--- src/verilog/u2_map.svh ---
// register offsets, field positions, reset values and timing counts of the second serial port
`ifndef U2_MAP_SVH
`define U2_MAP_SVH
`define U2_ADDR_CONTROL 8'hE1
`define U2_ADDR_DATA 8'hEB
`define U2_ADDR_BAUD 8'hEE
`define U2_BIT_NINE 6
`define U2_BIT_OWE 5
`define U2_BIT_FE 4
`define U2_BIT_BE 3
`define U2_BIT_REN 2
`define U2_BIT_TI 1
`define U2_BIT_RI 0
`define U2_BIT_TX9 7
`define U2_BIT_RX9 6
`define U2_BIT_FSEL 5
`define U2_FRAC_SET 7'h2B
`define U2_FRAC_CLR 7'h07
`define U2_FRAC_ONE 7'h40
`define U2_CONTROL_RESET 8'h00
`define U2_BAUD_RESET 8'h00
`define U2_OVERSAMPLE 4'hF
`define U2_MID_SAMPLE 4'h7
`define U2_BREAK_TICKS 8'hA8
`endif

--- src/verilog/u2_pkg.sv ---
// types of the second serial port
package u2_pkg;
    typedef enum logic [3:0] {
        U2_RX_IDLE = 4'h1,
        U2_RX_START = 4'h2,
        U2_RX_DATA = 4'h4,
        U2_RX_STOP = 4'h8
    } u2_rx_state_t;
    typedef struct packed {
        logic [7:0] data;
        logic ninth;
    } u2_word_t;
endpackage

--- src/verilog/u2_uart.sv ---
// second serial port: baud timer, transmitter, receiver, registers
`timescale 1ns/1ps
`default_nettype none
`include "u2_map.svh"
module u2_uart import u2_pkg::*; (
    input wire logic clk,
    input wire logic reset,
    input wire logic clk_en,
    input wire logic [7:0] sfr_addr,
    input wire logic sfr_wr,
    input wire logic sfr_rd,
    input wire logic [7:0] sfr_wdata,
    input wire logic extended_uart_enable,
    input wire logic serial_receive_pin,
    output logic [7:0] sfr_rdata,
    output logic serial_transmit_pin
);
    logic [7:0] uart2_control_status;
    logic [7:0] uart2_baud_control;
    logic [7:0] rx_hold;
    logic wr_ctl, wr_data, wr_baud;
    assign wr_ctl = sfr_wr && sfr_addr == `U2_ADDR_CONTROL;
    assign wr_data = sfr_wr && sfr_addr == `U2_ADDR_DATA;
    assign wr_baud = sfr_wr && sfr_addr == `U2_ADDR_BAUD;

    // baud timer: prescale 2^(div+ext), fractional accumulator over 64 steps
    logic [9:0] pre_cnt;
    logic [3:0] shift;
    logic [6:0] frac;
    logic [6:0] frac_acc;
    logic [7:0] frac_sum;
    logic pre_tick, tick16;
    assign shift = {1'b0, uart2_baud_control[2:0]} + {2'b00, uart2_baud_control[4:3]};
    assign frac = uart2_baud_control[`U2_BIT_FSEL] ? `U2_FRAC_SET : `U2_FRAC_CLR;
    // >= so a divider lowered mid-count ticks at once instead of wrapping
    assign pre_tick = pre_cnt >= ((10'h001 << shift) - 10'h001);
    assign frac_sum = {1'b0, frac_acc} + {1'b0, frac};
    // x16 tick: one prescale tick per output, with the next prescale tick swallowed when the fraction wraps
    logic frac_pend;
    always_ff @(posedge clk) begin
        if (reset) begin
            pre_cnt <= 10'h000;
            frac_acc <= 7'h00;
            frac_pend <= 1'b0;
            tick16 <= 1'b0;
        end else if (clk_en) begin
            tick16 <= 1'b0;
            if (pre_tick) begin
                pre_cnt <= 10'h000;
                if (frac_pend) begin
                    frac_pend <= 1'b0; // a swallowed tick stretches the period by frac/64
                end else begin
                    tick16 <= 1'b1;
                    if (frac_sum >= {1'b0, `U2_FRAC_ONE}) begin
                        frac_acc <= frac_sum[6:0] - `U2_FRAC_ONE;
                        frac_pend <= 1'b1;
                    end else begin
                        frac_acc <= frac_sum[6:0];
                    end
                end
            end else begin
                pre_cnt <= pre_cnt + 10'h001;
            end
        end
    end

    // two-entry buffer between data register writes and the shifter
    u2_word_t buf_q [0:1];
    logic buf_wp, buf_rp;
    logic [1:0] buf_cnt;
    logic buf_ready, buf_valid, tx_take;
    assign buf_ready = buf_cnt != 2'd2;
    assign buf_valid = buf_cnt != 2'd0;
    always_ff @(posedge clk) begin
        if (reset) begin
            buf_wp <= 1'b0;
            buf_rp <= 1'b0;
            buf_cnt <= 2'd0;
        end else if (clk_en) begin
            // a write while both entries are full is dropped
            if (wr_data && buf_ready) begin
                buf_q[buf_wp] <= '{data: sfr_wdata, ninth: uart2_baud_control[`U2_BIT_TX9]};
                buf_wp <= ~buf_wp;
            end
            if (tx_take) begin
                buf_rp <= ~buf_rp;
            end
            buf_cnt <= buf_cnt + {1'b0, wr_data && buf_ready} - {1'b0, tx_take};
        end
    end

    // transmitter
    logic [10:0] tx_shift;
    logic [3:0] tx_bits;
    logic [3:0] tx_sub;
    logic tx_busy;
    assign tx_take = buf_valid && !tx_busy;
    always_ff @(posedge clk) begin
        if (reset) begin
            tx_shift <= 11'h7FF;
            tx_bits <= 4'd0;
            tx_sub <= 4'h0;
            tx_busy <= 1'b0;
            serial_transmit_pin <= 1'b1;
        end else if (clk_en) begin
            if (tx_take) begin
                // start, data LSB first, ninth bit, stop
                tx_shift <= uart2_control_status[`U2_BIT_NINE] ?
                    {1'b1, buf_q[buf_rp].ninth, buf_q[buf_rp].data, 1'b0} :
                    {2'b11, buf_q[buf_rp].data, 1'b0};
                tx_bits <= uart2_control_status[`U2_BIT_NINE] ? 4'd11 : 4'd10;
                tx_sub <= 4'h0;
                tx_busy <= 1'b1;
            end else if (tx_busy && tick16) begin
                serial_transmit_pin <= tx_shift[0];
                tx_sub <= tx_sub + 4'h1;
                if (tx_sub == `U2_OVERSAMPLE) begin
                    tx_shift <= {1'b1, tx_shift[10:1]};
                    tx_bits <= tx_bits - 4'd1;
                    if (tx_bits == 4'd1) begin
                        tx_busy <= 1'b0;
                    end
                end
            end
        end
    end
    // flag at the end of the eighth data bit, ahead of any ninth bit and the stop
    logic tx_done_ev;
    assign tx_done_ev = tx_busy && tick16 && tx_sub == `U2_OVERSAMPLE &&
        tx_bits == (uart2_control_status[`U2_BIT_NINE] ? 4'd3 : 4'd2);

    // receive pin: three flops, a change counts once the last two agree
    logic [2:0] rx_sync;
    logic rx_line, rx_line_q;
    always_ff @(posedge clk) begin
        if (reset) begin
            rx_sync <= 3'b111;
            rx_line <= 1'b1;
            // previous level resets to idle high, so release gives no false edge
            rx_line_q <= 1'b1;
        end else if (clk_en) begin
            rx_sync <= {rx_sync[1:0], serial_receive_pin};
            rx_line_q <= rx_line;
            if (rx_sync[2] == rx_sync[1]) begin
                rx_line <= rx_sync[2];
            end
        end
    end

    // receiver
    u2_rx_state_t rx_state;
    logic [3:0] rx_sub;
    logic [3:0] rx_bits;
    logic [8:0] rx_shift;
    logic rx_done, rx_stop_ok;
    logic [7:0] low_ticks;
    logic low_long, break_ev;
    always_ff @(posedge clk) begin
        if (reset) begin
            rx_state <= U2_RX_IDLE;
            rx_sub <= 4'h0;
            rx_bits <= 4'd0;
            rx_shift <= 9'h000;
            rx_done <= 1'b0;
            rx_stop_ok <= 1'b0;
        end else if (clk_en) begin
            rx_done <= 1'b0;
            unique case (rx_state)
                U2_RX_IDLE: begin
                    // a start needs a 1-to-0 edge, so a line held low cannot restart
                    if (rx_line_q && !rx_line &&
                        uart2_control_status[`U2_BIT_REN]) begin
                        rx_state <= U2_RX_START;
                        rx_sub <= 4'h0;
                    end
                end
                U2_RX_START: begin
                    if (tick16) begin
                        rx_sub <= rx_sub + 4'h1;
                        if (rx_sub == `U2_MID_SAMPLE) begin
                            rx_sub <= 4'h0;
                            rx_bits <= uart2_control_status[`U2_BIT_NINE] ? 4'd9 : 4'd8;
                            rx_state <= rx_line ? U2_RX_IDLE : U2_RX_DATA;
                        end
                    end
                end
                U2_RX_DATA: begin
                    if (tick16) begin
                        rx_sub <= rx_sub + 4'h1;
                        if (rx_sub == `U2_OVERSAMPLE) begin
                            // LSB first into the top, 8 or 9 bits
                            rx_shift <= {rx_line, rx_shift[8:1]};
                            rx_bits <= rx_bits - 4'd1;
                            if (rx_bits == 4'd1) begin
                                rx_state <= U2_RX_STOP;
                            end
                        end
                    end
                end
                U2_RX_STOP: begin
                    if (tick16) begin
                        rx_sub <= rx_sub + 4'h1;
                        if (rx_sub == `U2_OVERSAMPLE) begin
                            rx_stop_ok <= rx_line;
                            rx_done <= 1'b1;
                            rx_state <= U2_RX_IDLE;
                        end
                    end
                end
                default: rx_state <= U2_RX_IDLE;
            endcase
        end
    end

    // break: line low for the length of start, eight data, parity, half stop
    always_ff @(posedge clk) begin
        if (reset) begin
            low_ticks <= 8'h00;
            low_long <= 1'b0;
            break_ev <= 1'b0;
        end else if (clk_en) begin
            if (rx_line) begin
                low_ticks <= 8'h00;
            end else if (tick16 && low_ticks != `U2_BREAK_TICKS) begin
                low_ticks <= low_ticks + 8'h01;
            end
            break_ev <= 1'b0;
            if (rx_state == U2_RX_IDLE && rx_line) begin
                low_long <= 1'b0;
            end else if (low_ticks == `U2_BREAK_TICKS) begin
                low_long <= 1'b1;
                // in 8-bit mode the threshold lies past the stop sample, so the flag rises late
                break_ev <= !low_long;
            end
        end
    end

    // data byte taken from the upper eight bits of the shifter in 8-bit mode
    logic [7:0] rx_byte;
    logic rx_ninth, rx_accept;
    assign rx_byte = uart2_control_status[`U2_BIT_NINE] ? rx_shift[7:0] : rx_shift[8:1];
    assign rx_ninth = uart2_control_status[`U2_BIT_NINE] ? rx_shift[8] : rx_stop_ok;
    assign rx_accept = rx_done && (extended_uart_enable ||
        !uart2_control_status[`U2_BIT_RI]);

    // registers; hardware set wins over a software clear in the same cycle
    always_ff @(posedge clk) begin
        if (reset) begin
            uart2_control_status <= `U2_CONTROL_RESET;
            uart2_baud_control <= `U2_BAUD_RESET;
            rx_hold <= 8'h00;
        end else if (clk_en) begin
            if (wr_ctl) begin
                uart2_control_status[`U2_BIT_NINE] <= sfr_wdata[`U2_BIT_NINE];
                uart2_control_status[`U2_BIT_REN] <= sfr_wdata[`U2_BIT_REN];
                uart2_control_status[`U2_BIT_TI] <= sfr_wdata[`U2_BIT_TI];
                uart2_control_status[`U2_BIT_RI] <= sfr_wdata[`U2_BIT_RI];
                if (!sfr_wdata[`U2_BIT_OWE]) begin
                    uart2_control_status[`U2_BIT_OWE] <= 1'b0;
                end
            end
            if (wr_baud) begin
                uart2_baud_control[7] <= sfr_wdata[7];
                uart2_baud_control[5:0] <= sfr_wdata[5:0];
            end
            if (tx_done_ev) begin
                uart2_control_status[`U2_BIT_TI] <= 1'b1;
            end
            if (rx_done) begin
                uart2_control_status[`U2_BIT_FE] <= !rx_stop_ok;
                uart2_control_status[`U2_BIT_BE] <= low_long;
            end
            if (break_ev) begin
                uart2_control_status[`U2_BIT_BE] <= 1'b1;
            end
            if (rx_accept) begin
                rx_hold <= rx_byte;
                uart2_baud_control[`U2_BIT_RX9] <= rx_ninth;
                uart2_control_status[`U2_BIT_RI] <= 1'b1;
                if (uart2_control_status[`U2_BIT_RI]) begin
                    uart2_control_status[`U2_BIT_OWE] <= 1'b1;
                end
            end
        end
    end

    // read data registered; unmapped addresses read zero
    always_ff @(posedge clk) begin
        if (reset) begin
            sfr_rdata <= 8'h00;
        end else if (clk_en) begin
            if (!sfr_rd) begin
                sfr_rdata <= sfr_rdata;
            end else if (sfr_addr == `U2_ADDR_CONTROL) begin
                sfr_rdata <= {1'b0, uart2_control_status[6:0]};
            end else if (sfr_addr == `U2_ADDR_DATA) begin
                sfr_rdata <= rx_hold;
            end else if (sfr_addr == `U2_ADDR_BAUD) begin
                sfr_rdata <= uart2_baud_control;
            end else begin
                sfr_rdata <= 8'h00;
            end
        end
    end
endmodule
`default_nettype wire

--- config.mk ---
export PLATFORM = sky130hd
export DESIGN_NAME = u2_uart
export DESIGN_NICKNAME = d
export VERILOG_FILES = /design/src/verilog/u2_pkg.sv /design/src/verilog/u2_uart.sv
export VERILOG_INCLUDE_DIRS = /design/src /design/src/verilog
export SDC_FILE = /design/constraint.sdc
export NUM_CORES = 1
export LEC_CHECK = 0
export CAP_MARGIN = 25
export CORE_ASPECT_RATIO = 2
export CORE_MARGIN = 2
export CORE_UTILIZATION = 60
export CTS_BUF_LIST = sky130_fd_sc_hd__clkbuf_8
export CTS_CLUSTER_DIAMETER = 40
export DETAILED_ROUTE_END_ITERATION = 10
export DONT_BUFFER_PORTS = 1
export GPL_TIMING_DRIVEN = 0
export PLACE_DENSITY = 0.79
export SETUP_SLACK_MARGIN = 0.2
export SLEW_MARGIN = 15
export SYNTH_ARGS = -nofsm -noshare
export SYNTH_HDL_FRONTEND = slang
export SYNTH_SLANG_ARGS = --single-unit
--- constraint.sdc ---
create_clock -name clk -period 4.35 [get_ports clk]
set_input_delay 0.87 -clock clk [delete_from_list [all_inputs] [get_ports clk]]
set_output_delay 0.87 -clock clk [all_outputs]
set_load 0.02 [all_outputs]
==> results of run 1 <==
## per-layer routing
metal  share of wire [%]  wire [um]
met4                 4.9        828
met3                 4.7        803
met2                  55       9438
met1                  35       5954
met5                   0          0
## logic make-up (layout without fill, tap and decap cells)
| logic type | Yosys count | after routing |
|---|---|---|
| simple gates | 275 | 275 |
| compound gates | 169 | 169 |
| flops | 131 | 131 |
| buf+inv | 69 | 108 |
| mux | 40 | 40 |
| fa+ha+maj | 29 | 29 |
| xor+xnor | 20 | 20 |
## cells in the final DEF (no fill, tap or decap), types with 4 or more instances in the layout
| cell type | instances |
|---|---|
| a211oi_1 | 21 |
| a21oi_1 | 49 |
| mux2_2 | 5 |
| o31ai_1 | 4 |
| a31oi_1 | 5 |
| o21ai_0 | 29 |
| inv_6 | 8 |
| clkbuf_1 | 24 |
| inv_1 | 24 |
| edfxtp_1 | 18 |
| mux2i_1 | 35 |
| nor2_1 | 93 |
| nand2b_1 | 7 |
| o21a_1 | 6 |
| o211ai_1 | 7 |
| xor2_1 | 13 |
| or4b_1 | 4 |
| clkbuf_8 | 17 |
| nor2b_1 | 15 |
| clkinvlp_4 | 4 |
| buf_2 | 8 |
| buf_1 | 7 |
| o311ai_0 | 9 |
| nor4b_1 | 5 |
| buf_4 | 4 |
| xnor2_1 | 6 |
| ha_1 | 27 |
| nand3_1 | 20 |
| and3_1 | 10 |
| a311oi_1 | 5 |
| dfxtp_1 | 111 |
| nand2_1 | 67 |
| nor3_1 | 14 |
| o2bb2ai_1 | 7 |
| buf_6 | 5 |
| nand4_1 | 9 |
## report_power, final
part / internal (uW) / switching, uW
clock: 464 / 525
combinational: 67.8 / 130
sequential: 1250 / 15.2
total: 1780 / 669
## flip-flops by register name, summed over array words and instances, names as in the netlist, 2 cells and up, named ones only
register and flops:
pre_cnt 10, rx_hold 8, tx_bits 4, buf_q 18
rx_shift 9, uart2_control_status 7, rx_bits 4, tx_shift 10
sfr_rdata 8, rx_sub 4, tx_sub 4, buf_cnt 2
uart2_baud_control 8, rx_state 4, rx_sync 3, frac_acc 7
low_ticks 8
## timing repair
item                       CTS  global route
setup endpoints to repair   19            15
hold buffers                 0             0
resized for setup           10            17
buffers inserted             4             2
pin swaps                    1             3
## worst max path at each step
stage                          start     endpoint  slack, ps  cells past startpoint
3_3_place_gp   uart2_baud_control[0]  frac_acc[3]       -300                     18
5_1_grt        uart2_baud_control[0]  frac_acc[3]        200                     19
3_5_place_dp   uart2_baud_control[3]  frac_acc[3]       -460                     18
2_1_floorplan  uart2_baud_control[0]  frac_acc[0]        270                     18
4_1_cts        uart2_baud_control[0]  frac_acc[3]        210                     19
6_report       uart2_baud_control[0]  frac_acc[3]        340                     19
## stage by stage
step	total power [uW]	instances	setup WS (ps)	utilization [%]	area, um^2
floorplan	1420	733	268.5	-	6513
global placement	1466	870	-302.9	63.39	6684
detailed placement	1476	871	-458.4	63.49	6694
CTS	2449	907	214.9	67.71	7139
global route	2532	909	203.0	68.28	7199
finish	2447	909	338.8	68.28	7199
## worst register-to-register path: stages, from the launching register on
cell      delay (ps)
dfxtp_2          360
ha_2             180
inv_1             50
fa_2             530
buf_6            130
nor2b_4          150
nand2_2           70
ha_1             170
clkbuf_4         170
nor2_1           100
nand2_1           80
o21ai_1          150
a22oi_1           90
ha_1             340
a41oi_2          130
o311a_1          410
buf_6            160
nor3_4           170
buf_6            150
mux2_2           320
## final cells by class
class	instances	area, um^2
clock inverter	15	143.9
multi-input combinational	533	3492
sequential	131	2805
inverter	26	97.59
clock buffer	17	234.0
tap	137	171.4
timing repair buffer	7	57.56
buffer	43	197.7
fill	855	3344
==> run metrics, run 1 <==
met1 usage=26.88%; num ports=32; distinct cell type count after synthesis=just over 70; CP dominant cell by count=buf_6; Post-synth EDFFs=18; Hold Slack=between 400 and 500 ps; grt ovf=0; vias per inst=6.256; number of synthesized register bits=roughly 130; status=finished, final reports clean; Final #Nets=a little over 800; highest cell delay on the worst timing path=around 530 ps; CTS clk-pin slew, worst paths=around 80 ps; maxcap violations=0; Final Max Slew Viols=0; WP buf/inv=5; total clock sinks=131; vias in the first global route=about 5,700; drt pass-1 iters=6; critical path's top delay family=adder cells; Hold EP=rx_line_q; detailed-route via count=between 5,000 and 6,000; Synth Flop Type=dfxtp_1; worst hold start=rx_line_q; cell with the most instances after synthesis=dfxtp_1; Port Buffers=0; Core Box Area=roughly 11,000 um^2; Rel. slew slack=42.52%; mux cell area share after synthesis=around 6.2%; DP Wirelength=between 10,000 and 15,000 um; HP Class=reg2reg; sequential-to-total area share from yosys stat=43.04%; post-route ant nets=0; RSZ-0062 raised after global routing=false; # rows=53; r2r startpoint=uart2_baud_control[0]; crit path cell chain=ha_2 -> inv_1 -> fa_2 -> buf_6 -> nor2b_4 -> nand2_2 -> ha_1 -> clkbuf_4 -> nor2_1 -> nand2_1 -> o21ai_1 -> a22oi_1 -> ha_1 -> a41oi_2 -> o311a_1 -> buf_6 -> nor3_4 -> buf_6 -> mux2_2; skew final=around 11 ps; TritonCTS buffer count=17; wire per inst=18.73 um; area of the mapped netlist=about 6500 um^2; Yosys top cell by area=dfxtp_1; Final Critical Period=between 4000 and 5000 ps; Worst setup SP type=register; CP Class=reg2reg; ys async rst share=0%; Final Wtd Congestion=0.9212; drt initial violations=about 380; number of remaining DRC errors=0; Simple-Gate Fraction of Synth Area=20.83%; post-synth top area share=34.74%; power per cell area=~340 nW/um^2; Clock Latency Late Sink=450 ps; full die area=11,750 um^2; Synth-to-Final Area Change=10.55%; initial antenna violation count=0; Post-Synth Adder-Cell Area=5.687%; first-pass GRT wire length=between 20,000 and 30,000 um; Critical Path AT=4340 ps; Area contributors post-synth=dfxtp_1, edfxtp_1, ha_1; Critical R2R Capture=frac_acc[3]; Synth Area in XOR/XNOR=2.690%; setup total negative slack=0 ps; Synth Area in Compound Gates=between 10% and 20%; final hold violation count=0; initial core utilization=around three fifths; H-Tree Depth=4; Final setup viols=0; period utilization=a little over 90%; met2 GRT Util=around three fifths; DIE HEIGHT=~150 um; Slew @ Worst Pin=between 800 and 900 ps; slowest cell on the critical path=fa_2; diode count=0; Critical Path RT=between 4000 and 5000 ps; CP Max Fanout=9; All-Layer GR Usage=between 20 and 30%; largest net degree at the start of global routing=17; worst hold path depth=1; worst vdd ir=between 200 and 250 uV; CTS tree=yes; Avg Cell Area, Syn=~8.9 um^2; Critical Path Sink Type=register; Synth Instances=around 730; Top Usage Layer GRT=met2; layout cells sized above 1=9.585%; commonest cells in the netlist=dfxtp_1, nor2_1, nand2_1; Max Fclk=between 0.2 and 0.25 GHz; met3 Usage GRT=6.675%; Total Routed Length=17,020 um; largest family of logic cells by synthesized area=simple AND/OR/NAND/NOR gates; clock buffer depth=2; Die W=roughly 78 um; Static Leak=~0.0027 uW; Reg2Reg Setup Slack=340 ps; syn nets=approximately 790; R2R cell count=19; Root Buffer Master=clkbuf_8; synth warn=0
No activity file was read; power rests on OpenSTA's default activity.
==> run 2: changes to the inputs <==
--- a/config.mk
+++ b/config.mk
@@ -16,6 +16,7 @@
 export DONT_BUFFER_PORTS = 1
 export GPL_TIMING_DRIVEN = 0
 export PLACE_DENSITY = 0.79
+export REMOVE_ABC_BUFFERS = 1
 export SETUP_SLACK_MARGIN = 0.2
 export SLEW_MARGIN = 15
 export SYNTH_ARGS = -nofsm -noshare
==> run 2 against run 1 <==
Sequential share of layout area is 0.66 points higher; critical path depth is 2 lower; highest routed layer unchanged; utilization shrank 1.1 points; sequential power hardly changed; hold slack worse by 1.6 ps; global-route usage shrank 3.5 points; setup slack better by 57 ps; sequential cell count did not move; via count decreased by 5.0%; non-clock buffer count decreased by 42; clock power increased by 22%; final cell count decreased by 4.5%.
==> run metrics, run 2 (synthesis results as in run 1) <==
final hold violation count=0 (unchanged); worst vdd ir=230.7 uV (+1.3%); highest cell delay on the worst timing path=460 ps (-70 ps); Final setup viols=0 (unchanged); Final Wtd Congestion=0.8861 (-3.8%); grt ovf=0 (unchanged); layout cells sized above 1=8.356% (-1.2 points); # rows=53 (unchanged); clock buffer depth=2 (unchanged); Post-Layout Inst Area=7079 um^2 (-1.7%); detailed-route via count=5,404 (-5.0%); Top reg by flops=buf_q; Critical Path RT=4690 ps (about the same); Static Leak=0.002675 uW (-1.6%); HP Class=reg2reg; biggest regs=buf_q x18, pre_cnt x10, tx_shift x10; Critical Path AT=4290 ps (-50 ps); CTS tree=yes; full die area=11,750 um^2 (unchanged); Max Fclk=0.2529 GHz (+1.5%); period utilization=90.89% (-1.3 points); status=finished, final reports clean; most common cell after layout, fill and taps aside=dfxtp_1; H-Tree Depth=4 (unchanged); slowest cell on the critical path=dfxtp_1; Clock Latency Late Sink=440 ps (about the same); Final Max Slew Viols=0 (unchanged); Total Routed Length=15,030 um (-12%); RSZ-0062 raised after global routing=false; commonest cells after routing, fill and taps aside=dfxtp_1, nor2_1, nand2_1; DP Wirelength=10,430 um (-17%); num ports=32 (unchanged); vias in the first global route=5,307 (-7.2%); Die W=77.67 um (unchanged); Final #Nets=769 (-5.2%); Port Buffers=0 (unchanged); initial core utilization=61.77% (unchanged); vias per inst=6.226 (-0.49%); DP Area=6530 um^2 (-2.4%); All-Layer GR Usage=26.23% (-3.5 points); Finished Core Util=67.14% (-1.1 points); Synth-to-Final Area Change=8.703%; initial antenna violation count=1 (+1); CP Max Fanout=9 (unchanged); Root Buffer Master=clkbuf_8; skew final=10.57 ps (-0.0006000 ps); maxcap violations=0 (unchanged); filler cell count in the final layout=811 (-5.1%); Core Box Area=10,540 um^2 (unchanged); post-route ant nets=0 (unchanged); number of remaining DRC errors=0 (unchanged); crit path cell chain=ha_1 -> a21o_1 -> nand2_1 -> and2_4 -> nand3_1 -> ha_2 -> nor2_1 -> nand2_1 -> a211oi_1 -> a21oi_1 -> ha_1 -> nand4_1 -> a211o_1 -> o311a_4 -> nor3_4 -> buf_4 -> mux2_2; Slew @ Worst Pin=1014 ps (+173.4 ps); Hold Slack=453.6 ps (-1.618 ps); drt pass-1 iters=4 (-2); Final Critical Period=3954 ps (-57.39 ps); CP Class=reg2reg; power per cell area=369.9 nW/um^2 (+8.8%); TritonCTS buffer count=17 (unchanged); first-pass GRT wire length=24,400 um (-10%); Critical Path Sink Type=register; Worst setup SP type=register; drt initial violations=290 (-24%); CTS clk-pin slew, worst paths=80 ps (about the same); Rel. slew slack=31.99% (-11 points); largest net degree at the start of global routing=91 (+74); DIE HEIGHT=151.3 um (unchanged); total clock sinks=131 (unchanged); wire per inst=17.31 um (-7.6%); Largest register FFs=18 (unchanged)
-- run 2: layout make-up --
class	count	area (um^2)	area share (%)
multi-input cells	533	3473	49.06
inverters	26	97.59	1.379
clock inverters	14	224.0	3.164
repair buffers	8	57.56	0.8130
well taps	137	171.4	2.421
clock buffers	18	247.7	3.499
diodes	1	2.502	0.03535
flip-flops and latches	131	2805	39.63
-- run 2: stage by stage --
step	cells	total power [uW]	setup TNS, ps	worst slack, ps
2_1_floorplan	690	1400	0	411.6
3_3_place_gp	827	1426	-242.5	-61.64
3_5_place_dp	830	1435	-800.9	-204.3
4_1_cts	866	2627	0	203.6
5_1_grt	867	2696	0	189.8
6_report	868	2618	0	396.2
-- run 2: layer usage --
metal  vias to the layer above  global-route usage [%]  wire length (um)
met5                         -                       0                 0
met4                         0                   13.48               605
met3                        50                   5.959               702
met2                       135                   49.78              8261
met1                      2599                   26.02              5459
li1                       2620                       -                 -
-- run 2: critical path, delay by kind of cell (launching register included) --
family          cells  cell delay, ps
simple gates        7            1070
fa+ha+maj           3             840
buf+inv             1             160
compound gates      5             990
flops               1             460
mux                 1             320
-- run 2: final timing paths --
| path | endpoint | depth (start not counted) | slack [ps] | from |
|---|---|---|---|---|
| setup reg to reg | frac_acc[5] | 17 | 400 | uart2_baud_control[4] |
| setup / recovery | frac_acc[5] | 17 | 400 | uart2_baud_control[4] |
| hold reg to reg | rx_line_q | 1 | 450 | rx_line_q |
| hold / removal | rx_line_q | 1 | 450 | rx_line_q |
-- run 2: what timing repair did --
action,in CTS,in global routing
hold buffers,0,0
gates resized for setup,4,6
pin swaps,1,1
setup endpoints to repair,15,15
buffers inserted,4,1
-- run 2: power breakdown --
group / total (uW) / switching (uW) / internal [uW]
clock: 1210 / 499 / 706
combinational: 144 / 82.7 / 61.7
sequential: 1270 / 23.4 / 1250
total: 2620 / 605 / 2010
